$ cat src/rtl/adc_result_fifo_pkg.sv
// Constants and types shared by the conversion result buffer
package adc_result_fifo_pkg;
   // Result word: overflow, most significant bit copy, sixteen data bits
   typedef struct packed {
      logic ovf;
      logic msb;
      logic [15:0] data;
   } result_type;

   // Buffer geometry
   localparam int DEPTH = 16;
   localparam int HALF_LEVEL = 8;

   // Fill status codes, high flag then low flag
   localparam logic [1:0] FILL_EMPTY = 2'h1;
   localparam logic [1:0] FILL_LOW = 2'h0;
   localparam logic [1:0] FILL_HALF = 2'h2;
   localparam logic [1:0] FILL_FULL = 2'h3;

   // Register byte offsets
   localparam logic [11:0] OFS_STATUS = 12'h000;
   localparam logic [11:0] OFS_CTRL = 12'h004;
   localparam logic [11:0] OFS_DATA = 12'h008;

   // Status register fields
   localparam int ST_FLAGS_LSB = 0;
   localparam int ST_COUNT_LSB = 2;
   localparam int ST_LOST_BIT = 7;
   localparam int ST_MODE_BIT = 8;

   // Control register fields
   localparam int CT_FLUSH_BIT = 0;

   // Reset values
   localparam logic [31:0] RESET_PRDATA = 32'h0000_0000;
   localparam logic [17:0] RESET_WORD = 18'h00000;

   // Clock and timing
   localparam int CLK_PERIOD_NS = 20;
   localparam int SYNC_STAGES = 2;
   localparam int READ_VALID_MAX_NS = 40;
   localparam int READ_VALID_CYCLES =
      (READ_VALID_MAX_NS / CLK_PERIOD_NS) < 1 ? 1 : (READ_VALID_MAX_NS / CLK_PERIOD_NS);
endpackage

$ cat src/rtl/adc_result_fifo.sv
// Conversion result buffer with host pins and an APB status, control and data port
//
// Implementation choices: register access over APB and the register offsets.
`timescale 1ns/1ps
module adc_result_fifo #(
   parameter int DEPTH = adc_result_fifo_pkg::DEPTH,
   parameter int HALF_LEVEL = adc_result_fifo_pkg::HALF_LEVEL
) (
   // Clock and reset
   input wire logic ref_clk,
   input wire logic rst,
   // Converter core, same clock
   input wire logic eoc,
   input wire adc_result_fifo_pkg::result_type convResult,
   // Host pins, asynchronous
   input wire logic pathSel,
   input wire logic readStrobe,
   input wire logic codeSel,
   input wire logic outEnN,
   // Data pins, enable low while driving
   output logic [15:0] dataOut,
   output logic msbOut,
   output logic msbBarOut,
   output logic ovfOut,
   output logic dataOeN,
   // Fill status pins
   output logic fillFlagHigh,
   output logic fillFlagLow,
   // APB slave
   input wire logic psel,
   input wire logic penable,
   input wire logic pwrite,
   input wire logic [11:0] paddr,
   input wire logic [31:0] pwdata,
   output logic [31:0] prdata,
   output logic pready,
   output logic pslverr
);
   localparam int PW = $clog2(DEPTH);
   localparam int CW = $clog2(DEPTH + 1);
   localparam logic [CW-1:0] FULL_CNT = CW'(DEPTH);
   localparam logic [CW-1:0] HALF_CNT = CW'(HALF_LEVEL);
   localparam logic [CW-1:0] ONE_CNT = CW'(1);
   localparam logic [CW-1:0] TWO_CNT = CW'(2);

   // Fill level to status code
   // status code mapping
   function automatic logic [1:0] fillCode(input logic [CW-1:0] cnt);
      if (cnt == '0) begin
         fillCode = adc_result_fifo_pkg::FILL_EMPTY;
      end else if (cnt == FULL_CNT) begin
         fillCode = adc_result_fifo_pkg::FILL_FULL;
      end else if (cnt >= HALF_CNT) begin
         fillCode = adc_result_fifo_pkg::FILL_HALF;
      end else begin
         fillCode = adc_result_fifo_pkg::FILL_LOW;
      end
   endfunction

   // Word to pin code; high select complements every bit
   function automatic adc_result_fifo_pkg::result_type codeWord(
         input adc_result_fifo_pkg::result_type w, input logic sel);
      codeWord = sel ? ~w : w;
   endfunction

   // Two-stage synchronisers for the host pins
   logic [3:0] syncA; // First stage, read only by second stage
   logic [3:0] syncB; // Second stage, safe to use
   always_ff @(posedge ref_clk or posedge rst) begin
      if (rst) begin
         // Strobe idles high, path direct: no false strobe edge after reset
         syncA <= 4'h2;
         syncB <= 4'h2;
      end else begin
         syncA <= {codeSel, outEnN, readStrobe, pathSel};
         syncB <= syncA;
      end
   end

   logic pathS, strobeS, codeS, oenS;
   assign pathS = syncB[0];
   assign strobeS = syncB[1];
   assign oenS = syncB[2];
   assign codeS = syncB[3];

   // Buffer storage, written only on accepted results
   adc_result_fifo_pkg::result_type mem [DEPTH];

   // Buffer state
   logic [PW-1:0] wrPtr, next_wrPtr; // Next free slot
   logic [PW-1:0] rdPtr, next_rdPtr; // Presented slot
   logic [CW-1:0] count, next_count; // Words held, presented one included
   logic drainArm, next_drainArm; // Last word presented by a read
   logic strobePrev, next_strobePrev; // For edge detection
   logic eocPrev, next_eocPrev; // For end of conversion detection
   logic lost, next_lost; // Sticky: a result was discarded
   adc_result_fifo_pkg::result_type direct, next_direct; // Latest result
   adc_result_fifo_pkg::result_type held, next_held; // Word kept after empty
   logic flushReq; // Software flush pulse from the bus
   logic lostClr; // Software clear of the lost flag
   logic doWrite; // Result accepted into storage

   // Next buffer state
   always_comb begin
      logic convDone, rise, fall;
      convDone = eocPrev & ~eoc;
      rise = strobeS & ~strobePrev;
      fall = ~strobeS & strobePrev;
      next_wrPtr = wrPtr;
      next_rdPtr = rdPtr;
      next_count = count;
      next_drainArm = drainArm;
      next_strobePrev = strobeS;
      next_eocPrev = eoc;
      next_direct = convDone ? convResult : direct;
      next_held = held;
      next_lost = lost & ~lostClr;
      doWrite = 1'b0;
      // flush on direct mode with strobe low
      if ((~pathS & ~strobeS) | flushReq) begin
         next_wrPtr = '0;
         next_rdPtr = '0;
         next_count = '0;
         next_drainArm = 1'b0;
      end else if (pathS) begin
         if (convDone) begin
            if (count == FULL_CNT) begin
               next_lost = 1'b1;
            end else begin
               doWrite = 1'b1;
               next_wrPtr = wrPtr + PW'(1);
            end
         end
         if (rise && count > ONE_CNT) begin
            next_rdPtr = rdPtr + PW'(1);
         end
         if (rise && count != '0) begin
            next_drainArm = (count <= TWO_CNT) & ~(doWrite & (count == TWO_CNT));
         end
         // falling edge after last word empties
         if (fall && drainArm && count == ONE_CNT && !doWrite) begin
            next_count = '0;
            next_drainArm = 1'b0;
            next_held = mem[rdPtr];
            next_rdPtr = wrPtr;
         end else begin
            next_count = count + CW'(doWrite) - CW'(rise && count > ONE_CNT);
         end
         // Fresh word after the last one cancels the drain
         if (doWrite && count != '0) begin
            next_drainArm = 1'b0;
         end
      end
      // host keeps strobe and pins steady; no guard here
   end

   // Buffer registers
   always_ff @(posedge ref_clk or posedge rst) begin
      if (rst) begin
         wrPtr <= '0;
         rdPtr <= '0;
         count <= '0;
         drainArm <= 1'b0;
         strobePrev <= 1'b1;
         eocPrev <= 1'b0;
         lost <= 1'b0;
         direct <= adc_result_fifo_pkg::RESET_WORD;
         held <= adc_result_fifo_pkg::RESET_WORD;
      end else begin
         wrPtr <= next_wrPtr;
         rdPtr <= next_rdPtr;
         count <= next_count;
         drainArm <= next_drainArm;
         strobePrev <= next_strobePrev;
         eocPrev <= next_eocPrev;
         lost <= next_lost;
         direct <= next_direct;
         held <= next_held;
      end
   end

   // Storage array, no reset needed on data
   always_ff @(posedge ref_clk) begin
      if (doWrite) begin
         mem[wrPtr] <= convResult;
      end
   end

   // Output word and pin drive
   adc_result_fifo_pkg::result_type pinWord, next_pinWord;
   logic next_oeN;
   logic [1:0] flags, next_flags;
   always_comb begin
      adc_result_fifo_pkg::result_type src;
      src = direct;
      if (pathS) begin
         // head word, or last word once empty
         src = (next_count == '0) ? next_held : mem[next_rdPtr];
         if (doWrite && count == '0) begin
            src = convResult;
         end
      end
      next_pinWord = codeWord(src, codeS);
      next_oeN = oenS;
      // flags follow the new level next edge
      next_flags = fillCode(next_count);
   end

   // Output registers
   always_ff @(posedge ref_clk or posedge rst) begin
      if (rst) begin
         pinWord <= adc_result_fifo_pkg::RESET_WORD;
         dataOeN <= 1'b1;
         flags <= adc_result_fifo_pkg::FILL_EMPTY;
      end else begin
         // one edge after the synchronised change
         pinWord <= next_pinWord;
         dataOeN <= next_oeN;
         flags <= next_flags;
      end
   end

   // Pins come straight from the output registers
   assign dataOut = pinWord.data;
   assign msbOut = pinWord.msb;
   assign ovfOut = pinWord.ovf;
   assign fillFlagHigh = flags[1];
   assign fillFlagLow = flags[0];

   // Inverted msb pin has its own flop so it stays registered
   always_ff @(posedge ref_clk or posedge rst) begin
      if (rst) begin
         msbBarOut <= 1'b1;
      end else begin
         msbBarOut <= ~next_pinWord.msb;
      end
   end

   // APB slave: one wait state, answer registered
   logic [31:0] next_prdata;
   logic next_pready, next_pslverr;
   always_comb begin
      logic access;
      logic [31:0] rd;
      access = psel & penable & ~pready;
      rd = adc_result_fifo_pkg::RESET_PRDATA;
      next_prdata = prdata;
      next_pready = access;
      next_pslverr = 1'b0;
      flushReq = 1'b0;
      lostClr = 1'b0;
      unique case (paddr)
         adc_result_fifo_pkg::OFS_STATUS: begin
            rd[adc_result_fifo_pkg::ST_FLAGS_LSB +: 2] = flags;
            rd[adc_result_fifo_pkg::ST_COUNT_LSB +: 5] = 5'(count);
            rd[adc_result_fifo_pkg::ST_LOST_BIT] = lost;
            rd[adc_result_fifo_pkg::ST_MODE_BIT] = pathS;
         end
         adc_result_fifo_pkg::OFS_CTRL: begin
            rd = adc_result_fifo_pkg::RESET_PRDATA;
         end
         adc_result_fifo_pkg::OFS_DATA: begin
            rd[17:0] = pinWord;
         end
         default: begin
            // Unmapped offset answers with an error
            next_pslverr = access;
         end
      endcase
      if (access) begin
         next_prdata = pwrite ? adc_result_fifo_pkg::RESET_PRDATA : rd;
         if (pwrite && paddr == adc_result_fifo_pkg::OFS_CTRL) begin
            flushReq = pwdata[adc_result_fifo_pkg::CT_FLUSH_BIT];
         end
         // Write one clears; a discard in the same cycle still sets
         if (pwrite && paddr == adc_result_fifo_pkg::OFS_STATUS) begin
            lostClr = pwdata[adc_result_fifo_pkg::ST_LOST_BIT];
         end
      end
   end

   // APB registers
   always_ff @(posedge ref_clk or posedge rst) begin
      if (rst) begin
         prdata <= adc_result_fifo_pkg::RESET_PRDATA;
         pready <= 1'b0;
         pslverr <= 1'b0;
      end else begin
         prdata <= next_prdata;
         pready <= next_pready;
         pslverr <= next_pslverr;
      end
   end
endmodule // adc_result_fifo

$ cat config.mk
export PLATFORM = sky130hd
export DESIGN_NAME = adc_result_fifo
export DESIGN_NICKNAME = d
export VERILOG_FILES = /design/src/rtl/adc_result_fifo_pkg.sv /design/src/rtl/adc_result_fifo.sv
export SDC_FILE = /design/constraint.sdc
export NUM_CORES = 1
export LEC_CHECK = 0
export BUFFER_PORTS_ARGS = -buffer_cell sky130_fd_sc_hd__buf_2
export CORE_ASPECT_RATIO = 0.5
export CORE_MARGIN = 3
export CORE_UTILIZATION = 40
export DETAILED_ROUTE_END_ITERATION = 16
export HOLD_SLACK_MARGIN = 0.08
export PLACE_DENSITY = 0.59
export SYNTH_ARGS = -nofsm -noshare
export SYNTH_HDL_FRONTEND = slang
export SYNTH_SLANG_ARGS = --single-unit
$ cat constraint.sdc
create_clock -name ref_clk -period 8.93 [get_ports ref_clk]
set_input_delay 1.786 -clock ref_clk [delete_from_list [all_inputs] [get_ports ref_clk]]
set_output_delay 1.786 -clock ref_clk [all_outputs]
set_load 0.01 [all_outputs]
Yosys cells after proc, flatten, opt, wreduce, memory -nomap -nowiden --
Memory sizes are Yosys's and may differ from the RTL's. Index checks and enable logic that the tools add are counted.
Operators by class: add/sub/neg operators 4, order comparisons 3, equal/unequal tests 7, multiplexer cells 46, bitwise operators 19, reductions and logical operators 20
Operators by type and width (count):
- two-way mux 18 bit | 8
- two-way mux 4 bit | 8
- two-way mux 1 bit | 22
- inverter 18 bit | 1
- one-hot mux 9 bit (2 select lines) | 1
- two-way mux 5 bit | 3
- equality test 12 x 3 -> 1 bit (second input constant) | 1
- equality test 12 x 4 -> 1 bit (second input constant) | 1
- zero test 12 bit | 1
- equality test 5 bit (second input constant) | 2
- zero test 5 bit | 2
- AND 1 bit | 9
- logical AND 1 bit | 9
- two-way mux 9 bit | 1
- adder 4 x 1 -> 4 bit (second input constant) | 2
- inverter 1 bit | 8
- two-way mux 2 bit | 3
- adder 5 x 1 -> 5 bit | 1
- equality test 5 x 1 -> 1 bit (second input constant) | 1
- equality test 5 x 2 -> 1 bit (second input constant) | 1
- >= comparator 5 x 4 -> 1 bit (second input constant) | 1
- greater-than comparator 5 x 1 -> 1 bit (second input constant) | 1
- less-or-equal comparator 5 x 2 -> 1 bit (second input constant) | 1
- nonzero test 5 bit | 1
- other kinds (9) | 10
Word-level totals: flip-flop bits (word level) 117, RAM bits 288, output and inout bits 56, word-level logic and storage cells 124, memories kept 1
Memory list:
- mem | depth 16, width 18, read ports 2, clocked after Yosys merged registers in 0, write ports 1, RTL line adc_result_fifo.sv:87 | adc_result_fifo_pkg::result_type mem [DEPTH];

Depth between registers and ports, before layout --
Gate-level depths: netlist of run 1.
depth after elaboration 18, mapped depth 20

Least setup slack after synthesis of run 1 --
Ideal clock, no wire load.
path kind input-to-reg, start point input port eoc, end point register pinWord, in the netlist dataOut[10], library setup time 0.144 ns, arrival 4.760 ns, data required time 8.786 ns, slack 4.026 ns, stages 15, path buffers 1, path through nor2b_1 -> nand2_1 -> ha_1 -> inv_1 -> ha_1 -> inv_1 -> fa_1 -> xor2_1 -> nor3_1 -> a221o_1 -> a21oi_1 -> clkbuf_1 -> o21ai_0 -> o31ai_2 -> xnor2_1
RTL lines:
- start, declared | RTL line adc_result_fifo.sv:13 | input wire logic eoc,
- end signal, assigned | RTL line adc_result_fifo.sv:212 | pinWord <= adc_result_fifo_pkg::RESET_WORD;
- end signal, assigned | RTL line adc_result_fifo.sv:217 | pinWord <= next_pinWord;
- end, declared | RTL line adc_result_fifo.sv:190 | adc_result_fifo_pkg::result_type pinWord, next_pinWord;

==> results by group, run 1 <==
Placed design
  • Sum of net half-perimeters after detailed placement: 33.0 mm
  • RD Place Congestion: 0.885
  • Area post-placement: 19600 µm²
  • Count of input and output buffers: 83

Detailed routing
  • Routed wire per std cell: 26.8 µm
  • DRT iter0 DRCs: 1494
  • Sum of routed wire length over all layers: 55.2 mm
  • Post-DRT Antenna Nets: 0
  • Count of TritonRoute iterations in the first routing pass: 6
  • DRC: 0
  • Vias/cell: 6.10
  • Via count: 12.6k

Timing
  • Fmax: 0.170 GHz
  • Final total negative setup slack: 0 ns
  • Shortest period the worst path allows: 5.87 ns
  • Slew of the pin with the lowest slew margin: 1.10 ns
  • Final setup violation count: 0
  • RSZ-0062 raised after global routing: no
  • Worst slew margin: 26.5%
  • Final cycle utilization of the critical path: 65.7%
  • Maximum clock skew at final layout: 0.0143 ns
  • Hold Violations, Final: 0
  • Number of pins exceeding their max-slew limit in the final report: 0

Setup path
  • Capturing element type of the critical path: register
  • Startpoint of the most critical setup path: psel
  • Worst Path Arrival: 6.26 ns
  • Kind of start point of the critical path: input port
  • Worst reg2reg startpoint: count[1]
  • CP Class: in -> reg
  • Data required time at the worst endpoint: 9.32 ns
  • CP Max Fanout: 20

Clock network
  • Cell chosen for the clock root: clkbuf_16
  • # clock sinks: 391
  • # hold bufs at CTS: 0
  • Clock buffers created by TritonCTS: 38
  • Clock tree from TritonCTS: done
  • Post-CTS setup-driven buffer insertion count: 0
  • Worst-Skew Late Latency: 0.54 ns
  • Maximum buffer depth of the clock tree: 3
  • Clock transition time at the flip-flop clock pins of the worst setup and hold paths: 0.06 ns
  • Number of levels the H-tree was split into: 2
  • Post-cts sizing count: 0

Floorplan
  • Width of the die: 311 µm
  • Num ports: 128
  • Total number of placement rows: 55
  • Area enclosed by the die boundary: 49200 µm²
  • Die height: 158 µm
  • Core box area: 45600 µm²
  • Effective utilization at floorplan: 40.8%

Global route
  • Via count of the first global-routing pass: 12.5k
  • GR Util All Layers: 22.1%
  • Initial antenna violation count: 1
  • Maximum number of pins on one net before global-route repair: 59
  • First-pass GRT wire length: 81.6 mm
  • Overflow left after global routing: 0

Synth
  • Async set-or-reset flop fraction in the synthesized netlist: 26.3%
  • Most used flip-flop cell after synthesis: edfxtp_1
  • Number of enable-type register cells in the synthesized netlist: 288
  • Fraction of post-synthesis cell area in the top cell type by area: 46.5%
  • Number of warnings reported in the yosys synthesis log: 0
  • Synth area leader: edfxtp_1
  • Sequential fraction of the synthesis area: 60.5%
  • Cell variety after synth: 80
  • Post-synthesis average cell area: 13.9 µm²
  • Synth Cell Area: 18600 µm²
  • Biggest area contributors in the synthesized netlist: edfxtp_1, dfrtp_1, mux4_2, nand2_1, mux2i_1
  • Most common cell in the synthesized netlist: edfxtp_1
  • Synthesized instance count: 1336
  • Post-synthesis register bit count: 391
  • Commonest cells in the synthesized netlist: edfxtp_1, nand2_1, dfrtp_1, mux4_2, mux2i_1

Finish
  • Count of inserted antenna diode cells: 0
  • Fraction of layout cells with a size suffix above 1: 23.3%
  • Final design instance area without fill: 20900 µm²
  • Final Net Count: 1489
  • P&R area growth vs syn: 12.4%

Status
  • Result of the run: complete, no violations

Min path
  • Hold path startpoint: syncA[0]
  • Worst hold path type: reg -> reg

Power
  • Pwr Density: 258 nW/µm²
  • Reported leakage power: 7.47 nW
  • Pwr Total: 5.39 mW
  • Peak supply drop: 0.126 mV

Run
  • Number of maximum-capacitance violations: 0
[cell families (layout without fill, tap and decap cells)]
| family | count (synthesis) | in the layout | synth area share [%] |
|---|---|---|---|
| simple gates | 379 | 379 | 9.29 |
| fa+ha+maj | 15 | 15 | 1.05 |
| xor+xnor | 18 | 18 | 0.848 |
| flops | 391 | 391 | 60.5 |
| compound gates | 240 | 240 | 9.36 |
| mux | 177 | 177 | 15.7 |
| buf+inv | 115 | 197 | 3.23 |
| other cells | 1 | 14 | 0.0202 |
[worst paths after layout]
| path | endpoint | slack [ns] | cells past startpoint |
|---|---|---|---|
| hold / removal | syncB[0] | 0.35 | 0 |
| max in group asynchronous | rdPtr[1] | 6.27 | 3 |
| hold reg to reg | syncB[0] | 0.35 | 0 |
| setup / recovery | dataOut[14] | 3.06 | 12 |
| min in group asynchronous | prdata[1] | 1.40 | 2 |
| setup reg to reg | dataOut[13] | 3.47 | 18 |
[final cells by class]
class / count / area, µm²
Clock inverter: 13 / 149
Clock buffer: 56 / 1090
Tap cell: 627 / 785
Sequential cell: 391 / 11200
Timing Repair Buffer: 108 / 603
Fill cell: 3960 / 24700
Multi-Input combinational cell: 843 / 6930
Inverter: 20 / 82.6
[worst max-delay path: stages]
cell and delay (ns):
buf_2 0.08, nand3b_1 0.54, inv_1 0.30, nand4_1 0.22, o22ai_1 0.90, a31o_2 0.55
inv_2 0.23, nor2_2 0.82, a32oi_1 0.21, nand4_1 0.19, a31oi_1 0.21, xnor2_1 0.19
[power breakdown]
group	internal (mW)	switching, mW	leakage (nW)
Sequential	2.06	0.162	3.90
Clock	0.938	0.693	0.614
Combinational	0.642	0.899	2.95
[registers in the layout, summed over array words and instances (netlist names), 2 cells and up]
name / count
flags: 2
prdata: 18
direct: 18
syncB: 4
wrPtr: 4
count: 5
held: 18
syncA: 4
dataOut: 16
rdPtr: 4
mem: 288
[per-stage QoR]
step                cells  hold WS, ns  util (%)  setup slack [ns]
floorplan            1349        0.331         -              4.03
global placement     1989        0.332      43.1              2.68
detailed placement   1989        0.336      43.1              2.64
CTS                  2058        0.356      45.8              3.19
global route         2058        0.361      45.8              2.91
finish               2058        0.354      45.8              3.06
[cells in the final DEF, fill, tap and decap left out, types with 13 or more instances in the layout]
cell | Yosys | layout
xnor2_1 | 14 | 14
a32oi_1 | 26 | 26
conb_1 | 1 | 14
dfrtp_1 | 97 | 95
ha_1 | 14 | 14
mux2i_1 | 65 | 65
a22oi_1 | 30 | 30
nand2_1 | 223 | 223
a21oi_1 | 42 | 42
edfxtp_1 | 288 | 288
buf_4 | 20 | 25
clkbuf_16 | 0 | 39
buf_2 | 20 | 83
nand3_1 | 33 | 33
a221oi_1 | 13 | 13
nor2_1 | 40 | 25
mux4_2 | 90 | 90
nor3_1 | 18 | 14
mux2_2 | 19 | 19
o21ai_0 | 31 | 31
o22ai_1 | 21 | 21
[routing by layer]
metal  global-route usage (%)  share of wire, %  wire [µm]  vias up
li1                         -                 -          -     5306
met1                     30.9                42      23200     6468
met2                     35.4                46      25200      667
met3                     3.98               9.2       5060      112
met4                     7.55               3.0       1640        2
met5                        0             0.036         20        -
No activity file was read; power rests on OpenSTA's default activity.
==> run 2: changes to the inputs <==
Settings changed: ABC_AREA set to 1, PLACE_DENSITY 0.59 to 0.61.
Clock period 8.93 ns to 4.85 ns, I/O delays scaled along.
==> run 2 against run 1 <==
Compared with the run above:
- global-route usage rose by 3.6 points
- largest cell class unchanged
- die area is 7.3% higher
- highest routed layer unchanged
- register-to-register slack lost 2.8 ns
- critical endpoint is now dataOut[9]
- setup slack got worse by 2.4 ns
- critical path depth is 14 higher
- area after synthesis is 7.5% higher
- sequential cell count unchanged
==> results by group, run 2 <==
Detailed routing
  • Routed wire per std cell: 23.4 µm (-13%)
  • DRT iter0 DRCs: 2631 (+76%)
  • Vias/cell: 5.98 (-2.0%)
  • DRC: 0 (unchanged)
  • Via count: 17.5k (+39%)
  • Post-DRT Antenna Nets: 0 (unchanged)
  • Count of TritonRoute iterations in the first routing pass: 5 (-1)
  • Sum of routed wire length over all layers: 68.4 mm (+24%)

Timing
  • Worst slew margin: 22.3% (-4.2 points)
  • Fmax: 0.237 GHz
  • Shortest period the worst path allows: 4.21 ns
  • Final cycle utilization of the critical path: 86.9%
  • RSZ-0062 raised after global routing: no
  • Hold Violations, Final: 0 (unchanged)
  • Final setup violation count: 0 (unchanged)
  • Final total negative setup slack: 0 ns (unchanged)
  • Number of pins exceeding their max-slew limit in the final report: 0 (unchanged)
  • Maximum clock skew at final layout: 0.0315 ns (+0.0172 ns)
  • Slew of the pin with the lowest slew margin: 1.16 ns (+0.0582 ns)

Finish
  • Area occupied by registers: 11200 µm² (about the same)
  • P&R area growth vs syn: 12.4% (about the same)
  • Number of flip-flops in the largest register: 288 (unchanged)
  • Combined area of the multi-input logic cells: 7630 µm² (+10%)
  • Most common cell after layout, fill and taps aside: nand2_1
  • Fraction of layout cells with a size suffix above 1: 11.6% (-12 points)
  • Register ranked first by flip-flop count: mem
  • Count of inserted antenna diode cells: 0 (unchanged)
  • Final Net Count: 2335 (+57%)
  • Fill cells: 4573 (+15%)
  • Top library cells by usage in the layout, fill and taps aside: nand2_1, nand3_1, edfxtp_1
  • Non-filler cells, final: 2929 (+42%)

Setup path
  • Worst-case reg-to-reg path depth: 26 (+8)
  • Endpoint of the worst-slack reg-to-reg timing path: dataOut[9]
  • Worst reg2reg startpoint: count[1]
  • Kind of start point of the critical path: register
  • Data required time at the worst endpoint: 5.25 ns (-4.07 ns)
  • Setup slack of the most critical reg-to-reg path: 0.64 ns (-2.83 ns)
  • Capturing element type of the critical path: register
  • Worst Path Arrival: 4.61 ns (-1.65 ns)
  • Cell repeated most along the worst path: nand2_1
  • CP Max Fanout: 18 (-10%)
  • Peak per-stage delay on the critical path: 0.47 ns (-0.43 ns)
  • Highest-delay cell along the critical path: dfrtp_1
  • Critical Path Stages: 26 (+14)
  • CP Class: reg -> reg
  • Top cell family by delay on the critical path: simple AND/OR/NAND/NOR gates
  • Buffers & Inverters on Critical Path: 6 (+3)

Placed design
  • Count of input and output buffers: 83 (unchanged)
  • Sum of net half-perimeters after detailed placement: 37.9 mm (+15%)
  • RD Place Congestion: 0.879 (-0.66%)
  • Placed Cells incl. Taps: 2855 (+44%)

Clock network
  • Clock tree from TritonCTS: done
  • Number of levels the H-tree was split into: 2 (unchanged)
  • Clock buffers created by TritonCTS: 40 (+5.3%)
  • Worst-Skew Late Latency: 0.57 ns (+0.03 ns)
  • Post-CTS setup-driven buffer insertion count: 0 (unchanged)
  • Maximum buffer depth of the clock tree: 3 (unchanged)
  • # clock sinks: 391 (unchanged)
  • Post-cts sizing count: 0 (unchanged)
  • Clock transition time at the flip-flop clock pins of the worst setup and hold paths: 0.06 ns (about the same)
  • Cell chosen for the clock root: clkbuf_16
  • # hold bufs at CTS: 0 (unchanged)

Power
  • Pwr Density: 482 nW/µm² (+87%)
  • Peak supply drop: 0.347 mV (+170%)
  • Sequential share of power: 36.8% (-4.4 points)
  • Portion of total power attributed to combinational logic: 33.3% (+4.7 points)
  • Internal cell power: 6.73 mW (+85%)
  • Clock network power share: 29.9% (-0.3 points)
  • Net switching power: 4.08 mW (+130%)
  • Net switching fraction of the power: 37.8% (+5.2 points)
  • Pwr Total: 10.8 mW (+100%)
  • Reported leakage power: 9.26 nW (+24%)

Global route
  • Via count of the first global-routing pass: 16.5k (+32%)
  • Initial antenna violation count: 2 (+1)
  • GR Util All Layers: 25.7% (+3.6 points)
  • Overflow left after global routing: 0 (unchanged)
  • Maximum number of pins on one net before global-route repair: 132 (+120%)
  • First-pass GRT wire length: 103 mm (+26%)

Synth
  • Fraction of post-synthesis cell area in the top cell type by area: 43.3% (-3.2 points)
  • Post-synthesis register bit count: 391 (unchanged)
  • Synth area leader: edfxtp_1
  • Commonest cells in the synthesized netlist: nand2_1, nand3_1, edfxtp_1, nand4_1, dfrtp_1
  • Most used flip-flop cell after synthesis: edfxtp_1
  • Synth Cell Area: 20000 µm² (+7.5%)
  • Number of warnings reported in the yosys synthesis log: 0 (unchanged)
  • Cell variety after synth: 46 (-43%)
  • Sequential fraction of the synthesis area: 56.3% (-4.2 points)
  • Post-synthesis average cell area: 8.95 µm² (-36%)
  • Most common cell in the synthesized netlist: nand2_1
  • Biggest area contributors in the synthesized netlist: edfxtp_1, nand2_1, dfrtp_1, nand3_1, nand4_1
  • Number of enable-type register cells in the synthesized netlist: 288 (unchanged)
  • Async set-or-reset flop fraction in the synthesized netlist: 26.3% (unchanged)
  • Synthesized instance count: 2230 (+67%)

Status
  • Result of the run: complete, no violations

Min path
  • Hold path startpoint: syncA[0]
  • Endpoint of the worst hold-timing path: syncB[0]
  • Worst hold path type: reg -> reg
  • Cells on Worst Hold Path: 0 (unchanged)

Floorplan
  • Total number of placement rows: 57 (+3.6%)
  • Effective utilization at floorplan: 40.8% (about the same)
  • Core box area: 48900 µm² (+7.4%)
  • Num ports: 128 (unchanged)
  • Die height: 164 µm (+3.5%)
  • Area enclosed by the die boundary: 52800 µm² (+7.3%)
  • Width of the die: 322 µm (+3.6%)

Run
  • Number of maximum-capacitance violations: 0 (unchanged)
[run 2: kinds of logic (layout without fill, tap and decap cells)]
family	after synthesis	in the layout	share of synthesized area, %
fa+ha+maj	15	15	0.978
other cells	1	14	0.0188
buf+inv	280	317	6.17
simple gates	1319	1319	29.8
flops	391	391	56.3
xor+xnor	4	4	0.175
compound gates	220	220	6.61
[run 2: power by group through the flow]
stage | clock network, mW | logic (mW) | registers [mW]
after floorplan | 0 | 2.35 | 3.98
after global placement | 0 | 3.48 | 4.04
after global routing | 3.42 | 3.92 | 4.00
final | 3.23 | 3.60 | 3.98
after CTS | 3.26 | 3.51 | 3.98
after detailed placement | 0 | 3.49 | 4.04
[run 2: layout make-up]
| cell class | count | area share (%) |
|---|---|---|
| Clock buffer | 63 | 5.57 |
| Sequential cell | 391 | 50.1 |
| Clock inverter | 11 | 0.519 |
| Timing Repair Buffer | 146 | 4.57 |
| Tap cell | 649 | 3.62 |
| Multi-Input combinational cell | 1572 | 34.0 |
| Inverter | 97 | 1.65 |
[run 2: stage by stage]
step | area [µm²] | utilization [%] | worst slack, ns | hold slack (ns)
2_1_floorplan | 20000 | - | 1.12 | 0.331
3_3_place_gp | 21100 | 43.1 | 0.652 | 0.335
3_5_place_dp | 21100 | 43.1 | 0.639 | 0.339
4_1_cts | 22400 | 45.9 | 0.686 | 0.347
5_1_grt | 22400 | 45.9 | 0.359 | 0.351
6_report | 22400 | 45.9 | 0.638 | 0.351
[run 2: worst max path at each step]
| stage | to | slack (ns) | start |
|---|---|---|---|
| floorplan | msbOut | 1.12 | eoc |
| global placement | dataOut[9] | 0.65 | eoc |
| detailed placement | dataOut[9] | 0.64 | eoc |
| CTS | dataOut[9] | 0.69 | count[1] |
| global route | dataOut[9] | 0.36 | count[3] |
| finish | dataOut[9] | 0.64 | count[1] |
[run 2: layer usage]
| metal | vias to the layer above | GRT usage (%) | share of wire [%] |
|---|---|---|---|
| li1 | 7847 | - | - |
| met1 | 8378 | 37.4 | 42 |
| met2 | 1142 | 38.5 | 43 |
| met3 | 136 | 6.29 | 13 |
| met4 | 4 | 6.27 | 2.1 |
| met5 | - | 0 | 0.076 |
